--- src/uart_fifo_pkg.sv ---
// constants shared by the serial queue control block and its helpers
package uart_fifo_pkg;

   // ****************************************************************
   // register byte addresses
   // ****************************************************************
   localparam logic [31:0] ADDR_QUEUE_DATA = 32'h4000_8000; // rx read pops, tx write pushes
   localparam logic [31:0] ADDR_QUEUE_CONTROL = 32'h4000_8008; // write-only control
   localparam logic [31:0] ADDR_QUEUE_STATUS = 32'h4000_8020; // fill levels and settings
   localparam logic [31:0] ADDR_IRQ_STATUS = 32'h4000_8024; // sticky events, write one to clear
   localparam logic [31:0] ADDR_IRQ_MASK = 32'h4000_8028; // event enables
   localparam logic [31:0] ADDR_CHAR_TIME = 32'h4000_802C; // clock cycles per character

   // ****************************************************************
   // control register fields
   // ****************************************************************
   localparam int CTRL_EN_BIT = 0; // queue_enable
   localparam int CTRL_RX_FLUSH_BIT = 1; // rx_queue_flush, self-clearing
   localparam int CTRL_TX_FLUSH_BIT = 2; // tx_queue_flush, self-clearing
   localparam int CTRL_THR_LSB = 6; // rx_fill_threshold low bit
   localparam int CTRL_THR_MSB = 7; // rx_fill_threshold high bit
   localparam int THR_W = 2; // threshold code width
   localparam logic [THR_W-1:0] THR_RESET = 2'h0; // threshold code after reset

   // ****************************************************************
   // threshold codes and their character counts
   // ****************************************************************
   localparam logic [THR_W-1:0] THR_CODE_0 = 2'h0;
   localparam logic [THR_W-1:0] THR_CODE_1 = 2'h1;
   localparam logic [THR_W-1:0] THR_CODE_2 = 2'h2;
   localparam logic [THR_W-1:0] THR_CODE_3 = 2'h3;
   localparam int CNT_W = 5; // width of a fill count for a 16-entry queue
   localparam logic [CNT_W-1:0] THR_CHARS_0 = 5'h01;
   localparam logic [CNT_W-1:0] THR_CHARS_1 = 5'h04;
   localparam logic [CNT_W-1:0] THR_CHARS_2 = 5'h08;
   localparam logic [CNT_W-1:0] THR_CHARS_3 = 5'h0E;

   // ****************************************************************
   // status word layout
   // ****************************************************************
   localparam int STAT_RX_CNT_LSB = 0; // rx fill count
   localparam int STAT_TX_CNT_LSB = 8; // tx fill count
   localparam int STAT_EN_BIT = 16; // queue_enable as stored
   localparam int STAT_THR_LSB = 17; // threshold code as stored

   // ****************************************************************
   // interrupt status and mask bits
   // ****************************************************************
   localparam int IRQ_W = 3;
   localparam int IRQ_THRESH_BIT = 0; // rx fill reached threshold
   localparam int IRQ_TIMEOUT_BIT = 1; // rx idle timeout
   localparam int IRQ_OVERFLOW_BIT = 2; // rx character dropped on full queue
   localparam logic [IRQ_W-1:0] IRQ_RESET = 3'h0;

   // ****************************************************************
   // sizes and timing
   // ****************************************************************
   localparam int QUEUE_DEPTH = 16; // entries per queue
   localparam int CHAR_W = 8; // bits per character entry
   localparam int CHAR_TIME_W = 16; // width of the character time register
   localparam logic [CHAR_TIME_W-1:0] CHAR_TIME_RESET = 16'h01B2; // about 115200 baud at 50 MHz
   localparam int IDLE_CHAR_TIMES = 4; // idle span, inside the 3.5 to 4.5 window

   // maps a threshold code to its character count
   function automatic logic [CNT_W-1:0] thr_chars(input logic [THR_W-1:0] code);
      logic [CNT_W-1:0] r;
      unique case (code)
         THR_CODE_0: r = THR_CHARS_0;
         THR_CODE_1: r = THR_CHARS_1;
         THR_CODE_2: r = THR_CHARS_2;
         THR_CODE_3: r = THR_CHARS_3;
      endcase
      return r;
   endfunction

endpackage

--- src/char_queue.sv ---
// circular character queue with flush, fill count and full/empty flags
`timescale 1ns/1ps
module char_queue
   import uart_fifo_pkg::*;
#(
   parameter int WIDTH = 8,
   parameter int DEPTH = 16
) (
   input wire logic ref_clk,
   input wire logic nrst,
   input wire logic flush,
   input wire logic push,
   input wire logic [WIDTH-1:0] push_data,
   input wire logic pop,
   output logic [WIDTH-1:0] head_data,
   output logic [$clog2(DEPTH):0] count,
   output logic full,
   output logic empty
);
   localparam int AW = $clog2(DEPTH);

   // depth must be a power of two so the pointers wrap by themselves
   if (DEPTH < 2 || (DEPTH & (DEPTH - 1)) != 0) begin : g_bad_depth
      $error("char_queue depth must be a power of two");
   end

   logic [WIDTH-1:0] mem_q [DEPTH]; // character storage
   logic [AW-1:0] wr_ptr_q; // next slot to fill
   logic [AW-1:0] rd_ptr_q; // oldest entry
   logic [AW:0] count_q; // entries held
   logic do_push; // accepted push
   logic do_pop; // accepted pop

   // a push on a full queue and a pop on an empty one are dropped
   assign do_push = push && !full;
   assign do_pop = pop && !empty;
   assign full = (count_q == (AW + 1)'(DEPTH));
   assign empty = (count_q == '0);
   assign count = count_q;
   assign head_data = mem_q[rd_ptr_q];

   // pointers and count; flush discards every entry at once
   always_ff @(posedge ref_clk) begin
      if (!nrst || flush) begin
         wr_ptr_q <= '0;
         rd_ptr_q <= '0;
         count_q <= '0;
      end else begin
         if (do_push) begin
            wr_ptr_q <= wr_ptr_q + 1'b1;
         end
         if (do_pop) begin
            rd_ptr_q <= rd_ptr_q + 1'b1;
         end
         count_q <= count_q + (AW + 1)'(do_push) - (AW + 1)'(do_pop);
      end
   end

   // storage has no reset; stale entries are never visible as valid
   always_ff @(posedge ref_clk) begin
      if (do_push) begin
         mem_q[wr_ptr_q] <= push_data;
      end
   end
endmodule

--- src/idle_timer.sv ---
// counts idle clock cycles of the receive queue and flags the timeout
`timescale 1ns/1ps
module idle_timer
   import uart_fifo_pkg::*;
#(
   parameter int CW = 16
) (
   input wire logic ref_clk,
   input wire logic nrst,
   input wire logic armed,
   input wire logic activity,
   input wire logic [CW-1:0] char_cycles,
   output logic expired
);
   if (CW < 1) begin : g_bad_width
      $error("idle_timer needs a counter at least one bit wide");
   end

   logic [CW+1:0] limit_w; // idle span in cycles
   logic [CW+1:0] cnt_q; // idle cycles seen so far
   logic expired_q; // timeout flag

   assign limit_w = (CW + 2)'(char_cycles) * (CW + 2)'(IDLE_CHAR_TIMES);
   assign expired = expired_q;

   // restart on any queue activity; hold the flag until activity or disarm
   always_ff @(posedge ref_clk) begin
      if (!nrst || !armed || activity) begin
         cnt_q <= '0;
         expired_q <= 1'b0;
      end else if (cnt_q >= limit_w) begin
         expired_q <= 1'b1; // RULE12
      end else begin
         cnt_q <= cnt_q + 1'b1;
      end
   end

endmodule

--- src/uart_fifo_control.sv ---
// receive and transmit queue control with its register port and interrupts
//
// Functional notes
// RULE1: enable set admits writes to bits 7:1
// RULE2: software keeps the queue enable set
// RULE3: enable change empties both queues
// RULE4: rx flush bit empties rx queue
// RULE5: tx flush bit empties tx queue
// RULE6: zero flush bits leave queues alone
// RULE7: threshold codes give 1, 4, 8, 14
// RULE8: receive interrupt once fill reaches threshold
// RULE9: control write-only, fields reset to zero
// RULE10: software writes zeros to bits 5:4
// RULE11: threshold interrupt drops below threshold
// RULE12: idle timeout when rx holds data
// RULE13: each queue holds sixteen entries
`timescale 1ns/1ps
module uart_fifo_control
   import uart_fifo_pkg::*;
#(
   parameter int DEPTH = QUEUE_DEPTH
) (
   input wire logic ref_clk,
   input wire logic nrst,
   input wire logic [31:0] bus_addr,
   input wire logic [31:0] bus_wdata,
   input wire logic bus_wr,
   input wire logic bus_rd,
   output logic [31:0] bus_rdata,
   input wire logic rx_push,
   input wire logic [CHAR_W-1:0] rx_push_data,
   output logic rx_full,
   input wire logic tx_pop,
   output logic [CHAR_W-1:0] tx_data,
   output logic tx_avail,
   output logic queue_enable,
   output logic rx_threshold_irq,
   output logic rx_idle_timeout_irq,
   output logic irq
);
   // the threshold of fourteen and the fixed count width need sixteen entries
   if (DEPTH != QUEUE_DEPTH) begin : g_bad_depth
      $error("uart_fifo_control supports only the sixteen-entry depth");
   end

   // ****************************************************************
   // state
   // ****************************************************************
   logic enable_q; // stored queue_enable
   logic [THR_W-1:0] thr_q; // stored rx_fill_threshold code
   logic [IRQ_W-1:0] irq_status_q; // sticky events
   logic [IRQ_W-1:0] irq_status_d; // next sticky events
   logic [IRQ_W-1:0] irq_mask_q; // event enables
   logic [CHAR_TIME_W-1:0] char_time_q; // cycles per character
   logic [31:0] bus_rdata_q; // read answer
   logic rx_full_q; // registered rx full
   logic [CHAR_W-1:0] tx_data_q; // registered tx head
   logic tx_avail_q; // registered tx not empty, forced low in the cycle after a pop
   logic thr_irq_q; // rx_threshold_irq level
   logic idle_irq_q; // rx_idle_timeout_irq level
   logic irq_q; // combined interrupt

   // ****************************************************************
   // address decode
   // ****************************************************************
   logic wr_ctrl; // write to queue_control
   logic wr_data; // write to the data port
   logic rd_data; // read of the data port
   logic wr_irq_status; // clear of sticky events
   logic wr_irq_mask; // mask update
   logic wr_char_time; // character time update
   assign wr_ctrl = bus_wr && (bus_addr == ADDR_QUEUE_CONTROL);
   assign wr_data = bus_wr && (bus_addr == ADDR_QUEUE_DATA);
   assign rd_data = bus_rd && (bus_addr == ADDR_QUEUE_DATA);
   assign wr_irq_status = bus_wr && (bus_addr == ADDR_IRQ_STATUS);
   assign wr_irq_mask = bus_wr && (bus_addr == ADDR_IRQ_MASK);
   assign wr_char_time = bus_wr && (bus_addr == ADDR_CHAR_TIME);

   // ****************************************************************
   // control write decode
   // ****************************************************************
   logic new_en; // enable bit of this write
   logic en_change; // this write flips the enable
   logic fields_ok; // bits 7:1 of this write are taken
   logic rx_flush; // empty the rx queue this cycle
   logic tx_flush; // empty the tx queue this cycle
   assign new_en = bus_wdata[CTRL_EN_BIT];
   // any flip of the enable, either way, empties both queues
   assign en_change = wr_ctrl && (new_en != enable_q); // RULE3
   // upper fields only count when the same write keeps the queues enabled
   assign fields_ok = wr_ctrl && new_en; // RULE1
   // flush bits act as pulses; a zero leaves its queue alone
   assign rx_flush = en_change || (fields_ok && bus_wdata[CTRL_RX_FLUSH_BIT]); // RULE4 RULE6
   assign tx_flush = en_change || (fields_ok && bus_wdata[CTRL_TX_FLUSH_BIT]); // RULE5 RULE6

   // ****************************************************************
   // queue traffic
   // ****************************************************************
   logic rx_push_ok; // receiver push while enabled
   logic rx_pop_ok; // software read while enabled
   logic tx_push_ok; // software write while enabled
   logic tx_pop_ok; // transmitter pop while enabled
   logic rx_overflow; // receiver push lost on a full queue
   // queues only run while enabled; the enable must stay set for service
   assign rx_push_ok = rx_push && enable_q; // RULE1 RULE2
   assign rx_pop_ok = rd_data && enable_q;
   assign tx_push_ok = wr_data && enable_q;
   assign tx_pop_ok = tx_pop && enable_q;

   logic [CHAR_W-1:0] rx_head; // oldest rx character
   logic [CNT_W-1:0] rx_count; // rx fill
   logic rx_full_w; // rx queue full
   logic rx_empty; // rx queue empty
   logic [CHAR_W-1:0] tx_head; // oldest tx character
   logic [CNT_W-1:0] tx_count; // tx fill
   logic tx_empty; // tx queue empty
   assign rx_overflow = rx_push_ok && rx_full_w;

   // receive queue, filled by the receiver and drained by software
   char_queue #(
      .WIDTH(CHAR_W),
      .DEPTH(DEPTH)
   ) u_rx_queue (
      .ref_clk(ref_clk),
      .nrst(nrst),
      .flush(rx_flush),
      .push(rx_push_ok),
      .push_data(rx_push_data),
      .pop(rx_pop_ok),
      .head_data(rx_head),
      .count(rx_count),
      .full(rx_full_w),
      .empty(rx_empty)
   ); // RULE13

   // transmit queue, filled by software and drained by the transmitter
   char_queue #(
      .WIDTH(CHAR_W),
      .DEPTH(DEPTH)
   ) u_tx_queue (
      .ref_clk(ref_clk),
      .nrst(nrst),
      .flush(tx_flush),
      .push(tx_push_ok),
      .push_data(bus_wdata[CHAR_W-1:0]),
      .pop(tx_pop_ok),
      .head_data(tx_head),
      .count(tx_count),
      .full(),
      .empty(tx_empty)
   ); // RULE13

   // ****************************************************************
   // receive threshold and idle timeout
   // ****************************************************************
   logic [CNT_W-1:0] threshold_chars; // selected fill threshold
   logic thr_reached; // fill at or above threshold
   logic idle_expired; // idle span elapsed with data held
   assign threshold_chars = thr_chars(thr_q); // RULE7
   // level follows the fill both up and down
   assign thr_reached = enable_q && (rx_count >= threshold_chars); // RULE8 RULE11

   // idle timer, armed while rx holds data, restarted by any rx activity
   idle_timer #(
      .CW(CHAR_TIME_W)
   ) u_idle_timer (
      .ref_clk(ref_clk),
      .nrst(nrst),
      .armed(enable_q && !rx_empty),
      .activity(rx_push_ok || rx_pop_ok || rx_flush),
      .char_cycles(char_time_q),
      .expired(idle_expired)
   ); // RULE12

   // ****************************************************************
   // interrupt status
   // ****************************************************************
   logic [IRQ_W-1:0] irq_events; // events seen this cycle
   logic [IRQ_W-1:0] irq_clear; // bits software clears this cycle
   assign irq_events = {rx_overflow, idle_expired, thr_reached};
   assign irq_clear = wr_irq_status ? bus_wdata[IRQ_W-1:0] : '0;
   // a new event wins over a clear in the same cycle
   assign irq_status_d = (irq_status_q & ~irq_clear) | irq_events;

   // ****************************************************************
   // read mux
   // ****************************************************************
   logic [31:0] status_word; // fill levels and settings
   logic [31:0] read_word; // word for the addressed register
   assign status_word = (32'(rx_count) << STAT_RX_CNT_LSB) | (32'(tx_count) << STAT_TX_CNT_LSB) |
                        (32'(enable_q) << STAT_EN_BIT) | (32'(thr_q) << STAT_THR_LSB);
   // control is write-only and reads as zero, as do unmapped addresses
   assign read_word = (bus_addr == ADDR_QUEUE_DATA && !rx_empty && enable_q) ? 32'(rx_head) :
                      (bus_addr == ADDR_QUEUE_STATUS) ? status_word :
                      (bus_addr == ADDR_IRQ_STATUS) ? 32'(irq_status_q) :
                      (bus_addr == ADDR_IRQ_MASK) ? 32'(irq_mask_q) :
                      (bus_addr == ADDR_CHAR_TIME) ? 32'(char_time_q) : 32'h0000_0000; // RULE9

   // ****************************************************************
   // control register
   // ****************************************************************
   // enable and threshold reset to zero; flush bits are never stored
   always_ff @(posedge ref_clk) begin
      if (!nrst) begin
         enable_q <= 1'b0; // RULE9
         thr_q <= THR_RESET; // RULE9
      end else if (wr_ctrl) begin
         enable_q <= new_en;
         if (fields_ok) begin
            thr_q <= bus_wdata[CTRL_THR_MSB:CTRL_THR_LSB]; // RULE1 RULE7
         end
      end
   end

   // mask, character time and sticky status
   always_ff @(posedge ref_clk) begin
      if (!nrst) begin
         irq_mask_q <= IRQ_RESET;
         irq_status_q <= IRQ_RESET;
         char_time_q <= CHAR_TIME_RESET;
      end else begin
         irq_status_q <= irq_status_d;
         if (wr_irq_mask) begin
            irq_mask_q <= bus_wdata[IRQ_W-1:0];
         end
         if (wr_char_time) begin
            char_time_q <= bus_wdata[CHAR_TIME_W-1:0];
         end
      end
   end

   // read answer stands only in the cycle after the read strobe
   always_ff @(posedge ref_clk) begin
      if (!nrst) begin
         bus_rdata_q <= 32'h0000_0000;
      end else begin
         bus_rdata_q <= bus_rd ? read_word : 32'h0000_0000;
      end
   end

   // registered outputs toward the serial engine and the interrupt line
   always_ff @(posedge ref_clk) begin
      if (!nrst) begin
         rx_full_q <= 1'b0;
         tx_data_q <= '0;
         tx_avail_q <= 1'b0;
         thr_irq_q <= 1'b0;
         idle_irq_q <= 1'b0;
         irq_q <= 1'b0;
      end else begin
         rx_full_q <= rx_full_w;
         tx_data_q <= tx_head;
         tx_avail_q <= enable_q && !tx_empty && !tx_pop_ok;
         thr_irq_q <= thr_reached; // RULE8 RULE11
         idle_irq_q <= idle_expired; // RULE12
         irq_q <= |(irq_status_d & irq_mask_q);
      end
   end

   assign bus_rdata = bus_rdata_q;
   assign rx_full = rx_full_q;
   assign tx_data = tx_data_q;
   assign tx_avail = tx_avail_q;
   assign queue_enable = enable_q;
   assign rx_threshold_irq = thr_irq_q;
   assign rx_idle_timeout_irq = idle_irq_q;
   assign irq = irq_q;
endmodule

--- config.mk ---
export PLATFORM = sky130hd
export DESIGN_NAME = uart_fifo_control
export DESIGN_NICKNAME = d
export VERILOG_FILES = /design/src/uart_fifo_pkg.sv /design/src/char_queue.sv /design/src/idle_timer.sv /design/src/uart_fifo_control.sv
export SDC_FILE = /design/constraint.sdc
export NUM_CORES = 1
export LEC_CHECK = 0
export BUFFER_PORTS_ARGS = -buffer_cell sky130_fd_sc_hd__buf_2
export CAP_MARGIN = 20
export CORE_MARGIN = 3
export CORE_UTILIZATION = 25
export DETAILED_ROUTE_END_ITERATION = 8
export HOLD_SLACK_MARGIN = 0.02
export REMOVE_ABC_BUFFERS = 1
export SLEW_MARGIN = 20
export SYNTH_ARGS = -nofsm -noshare
export SYNTH_HDL_FRONTEND = slang
export SYNTH_SLANG_ARGS = --single-unit
--- constraint.sdc ---
create_clock -name ref_clk -period 6.1 [get_ports ref_clk]
set_clock_uncertainty 0.2 [all_clocks]
set_input_delay 0.305 -clock ref_clk [delete_from_list [all_inputs] [get_ports ref_clk]]
set_output_delay 0.305 -clock ref_clk [all_outputs]
set_load 0.005 [all_outputs]
==> metrics.yaml <==
pwr:
  power.leakage_nw: 5.86
  switching_power_mw: 1.00
  fin_total_pwr_mw: 4.98
  p_comb_share_pct: 1.9
  powerDensity_mw_per_mm2: 279
  clkPwrFrac_pct: 45.4
  p_int_mw: 3.98
  swShare_pct: 20.2
  power_frac_seq_pct: 52.7
  ir_drop_v: 0.000172
drt:
  drc: 0
  via_per_inst: 4.48
  first_pass_iters: 4
  wl_per_cell_um: 17.4
  totalWireLength_um: 33400
  num_vias: 8612
  drt_iter0_markers: 626
  ant_nets: 0
timing:
  tightest_slew_ns: 1.04
  hold_violations: 0
  slew_headroom_pct: 30.3
  finalSetupViolations: 0
  fin_crit_ns: 3.33
  fmax_mhz: 301
  rsz0062_at_grt: "false"
  post-route-period-util_pct: 54.5
  slew_viol_final: 0
  setup_tns_ns: 0
setup_path:
  critPathTopFamily: "simple AND/OR/NAND/NOR gates"
  cp_num_cells: 14
  r2r.worst_path.cells: 12
  timing.critical_path.buf_inv: 4
  reg2reg_to: "u_rx_queue.count[4]$_SDFF_PP0_"
  cp-start-kind: "primary input"
  arrival_ns: 3.49
  worstPathRequired_ns: 6.26
  reg2reg_from: "queue_enable$_SDFFE_PN0N_"
  cp_slowest_cell: "dlygate4sd3_1"
  reg2reg_slack_ns: 2.80
  worstPathCellList: "dlygate4sd3_1 -> buf_2 -> nor4b_1 -> nand4_1 -> nor2_1 -> o21bai_1 -> ha_1 -> inv_1 -> fa_1 -> inv_1 -> a21oi_1 -> nor2_1 -> or3_1 -> a21oi_1"
  worst_setup_path_end_kind: "flop"
  cp_max_fo: 12
  worstSetupPathType: "primary input to flop"
  slowest_delay_ns: 0.56
floorplanning:
  initial_utilization_pct: 25.4
  ios: 124
  die_h_um: 251
  core_area_mm2: 0.0592
  die_w_um: 251
  dieArea_mm2: 0.0632
  fp-row-count: 89
placement:
  gp_congestion: 0.794
  place_hpwl_um: 23000
  port_buffers: 94
clock_tree:
  cts_buffers: 37
  cts_max_level: 2
  clock-root-buffer: "clkbuf_16"
  clk_latency_ns: 0.52
  clkSinkCount: 362
  cts_tree: "yes"
  clkSlewWorstSetupHoldPaths_ns: 0.06
  post_cts_buffers: 0
  clockBufferDepth: 3
grt:
  grt_pass1_wl_um: 51000
  antenna_found_initial: 6
  grt_overflow: 0
  gr-usage-all-layers_pct: 10.4
  grt_max_degree: 36
  grt_pass1_vias: 8541
synthesis:
  syn-cell-area_mm2: 0.0150
  synth-seq-cells: 362
  synthesis.area_per_instance_um2: 15.1
  synth_ff_type: "edfxtp_1"
  yosysWarnings: 0
  yosysUniqueCellTypes: 56
  async_reset_ff_share_pct: 0
  syn_inst: 995
  synth_edf_count: 256
  ys_seq_area_share_pct: 65.2
finish:
  drive_gt1_share_pct: 23.2
  syn_to_final_growth_pct: 18.6
  nNetsFinal: 1242
job:
  max_cap_violations: 0
hold_path:
  hold_depth: 1
  hold_class: "primary input to flop"
  min_to: "u_tx_queue.mem_q[8][0]$_DFFE_PP_"
  min-delay-start: "bus_wdata[0]"
status:
  status: "completed"
-- routing by layer --
metal  wire length (µm)  part of all wire (%)  GRT usage (%)
met5                 13                 0.039              0
met4                506                   1.5           2.19
met3               2290                   6.8           2.30
met2              15700                    47           16.6
met1              14900                    45           14.6
-- flip-flops by register name, summed over array words and instances, names as in the netlist, 4 cells and up, named ones only --
signal	cells
u_tx_queue.rd_ptr_q	4
u_rx_queue.count	5
u_idle_timer.cnt_q	18
u_tx_queue.wr_ptr_q	4
tx_data	8
u_rx_queue.rd_ptr_q	4
u_tx_queue.mem_q	128
char_time_q	16
u_rx_queue.mem_q	128
u_tx_queue.count	5
bus_rdata	19
u_rx_queue.wr_ptr_q	4
-- cells by family (layout without fill, tap and decap cells) --
kind of cell	count (synthesis)	after routing	share of synthesized area [%]
xor+xnor	19	19	1.11
compound gates	113	113	4.83
buf+inv	113	253	3.30
flops	362	362	65.2
fa+ha+maj	45	45	3.84
simple gates	252	252	8.79
other cells	1	16	0.0249
mux	90	90	12.9
-- worst max-delay path by stage --
stage                                     endpoint  slack, ns         start
floorplan                  bus_rdata[6]$_SDFF_PN0_       3.01          flop
global placement    u_rx_queue.count[4]$_SDFF_PP0_       2.57  bus_addr[16]
detailed placement  u_rx_queue.count[4]$_SDFF_PP0_       2.59  bus_addr[16]
CTS                 u_rx_queue.count[4]$_SDFF_PP0_       2.73   bus_addr[2]
global route        u_rx_queue.count[4]$_SDFF_PP0_       2.47   bus_addr[2]
finish              u_rx_queue.count[4]$_SDFF_PP0_       2.77   bus_addr[2]
-- repair_timing --
action / 4_1_cts / 5_1_grt
gates resized for setup: 0 / 0
hold buffers: 28 / 0
hold endpoints to repair: 226 / 0
-- per-stage QoR --
step	utilization, %	instance area, µm²	cells	setup WS, ns	hold slack, ns
6_report	30.1	17800	1923	2.77	0.0497
5_1_grt	30.1	17800	1921	2.47	0.0507
4_1_cts	30.1	17800	1920	2.73	0.0315
3_5_place_dp	27.6	16300	1825	2.59	0.247
3_3_place_gp	27.6	16300	1825	2.57	0.248
2_1_floorplan	-	14800	946	3.01	0.182
-- placed cells by master (no fill, tap or decap), types with 6 or more instances in the layout --
cell type and n:
xor2_1 12, nand2_1 60, o31ai_1 11, and2_1 14
o21ai_0 17, edfxtp_1 256, conb_1 13, ha_1 43
o211ai_1 6, mux2i_1 7, dfxtp_1 104, inv_1 52
mux4_2 83, clkbuf_1 7, or4_1 10, nor3_1 14
or3_1 7, a21oi_1 46, a22oi_1 7, xnor2_1 7
nor2_1 79, buf_2 94, clkbuf_16 37, nor4_2 6
and3_1 8, nand2b_1 6, nand4_1 12, buf_4 12
dlygate4sd3_1 28, nand3_1 15
-- cell usage after synthesis, drive strengths merged (3+ instances only) --
master,n,area (µm²)
o211ai,6,45.0
nor4b,4,56.3
xnor2,7,61.3
nand4,14,118
clkbuf,26,97.6
edfxtp,256,7690
nand3,15,75.1
nand2,60,225
nor2,80,308
a22o,3,26.3
dfxtp,106,2120
xor2,12,105
mux4,83,1870
o2bb2ai,5,43.8
buf,35,204
inv,52,195
and3,8,50.1
o31ai,11,82.6
nand2b,6,37.5
mux2i,7,70.1
nor2b,3,18.8
or4,10,75.1
and2,14,87.6
a21oi,46,230
nor4,10,109
ha,43,538
nor3,17,85.1
a22oi,7,52.6
o21ai,18,90.1
or3,7,43.8
a21o,3,22.5
o21a,4,30.0
-- final cells by class --
cell class	instances	area, µm²
inverters	52	195
clock inverters	18	194
multi-input cells	532	4800
fillers	5842	41400
diodes	3	7.51
well taps	773	967
flip-flops and latches	362	9810
repair buffers	134	841
clock buffers	49	1020
-- power groups by stage --
stage	Sequential (mW)	Combinational [mW]	Clock [mW]
global placement	2.68	0.0769	0
global route	2.63	0.104	2.41
finish	2.63	0.0939	2.26
detailed placement	2.68	0.0810	0
CTS	2.63	0.0954	2.32
floorplan	2.68	0.0160	0
-- worst reg2reg max path, stage by stage, from the launching register on --
cell	delay, ns
dfxtp_1	0.59
nor4b_1	0.51
nand4_1	0.35
nor2_1	0.31
o21bai_1	0.16
ha_1	0.18
inv_1	0.06
fa_1	0.40
inv_1	0.07
a21oi_1	0.06
nor2_1	0.11
or3_1	0.12
a21oi_1	0.06
No activity file was read; power rests on OpenSTA's default activity.
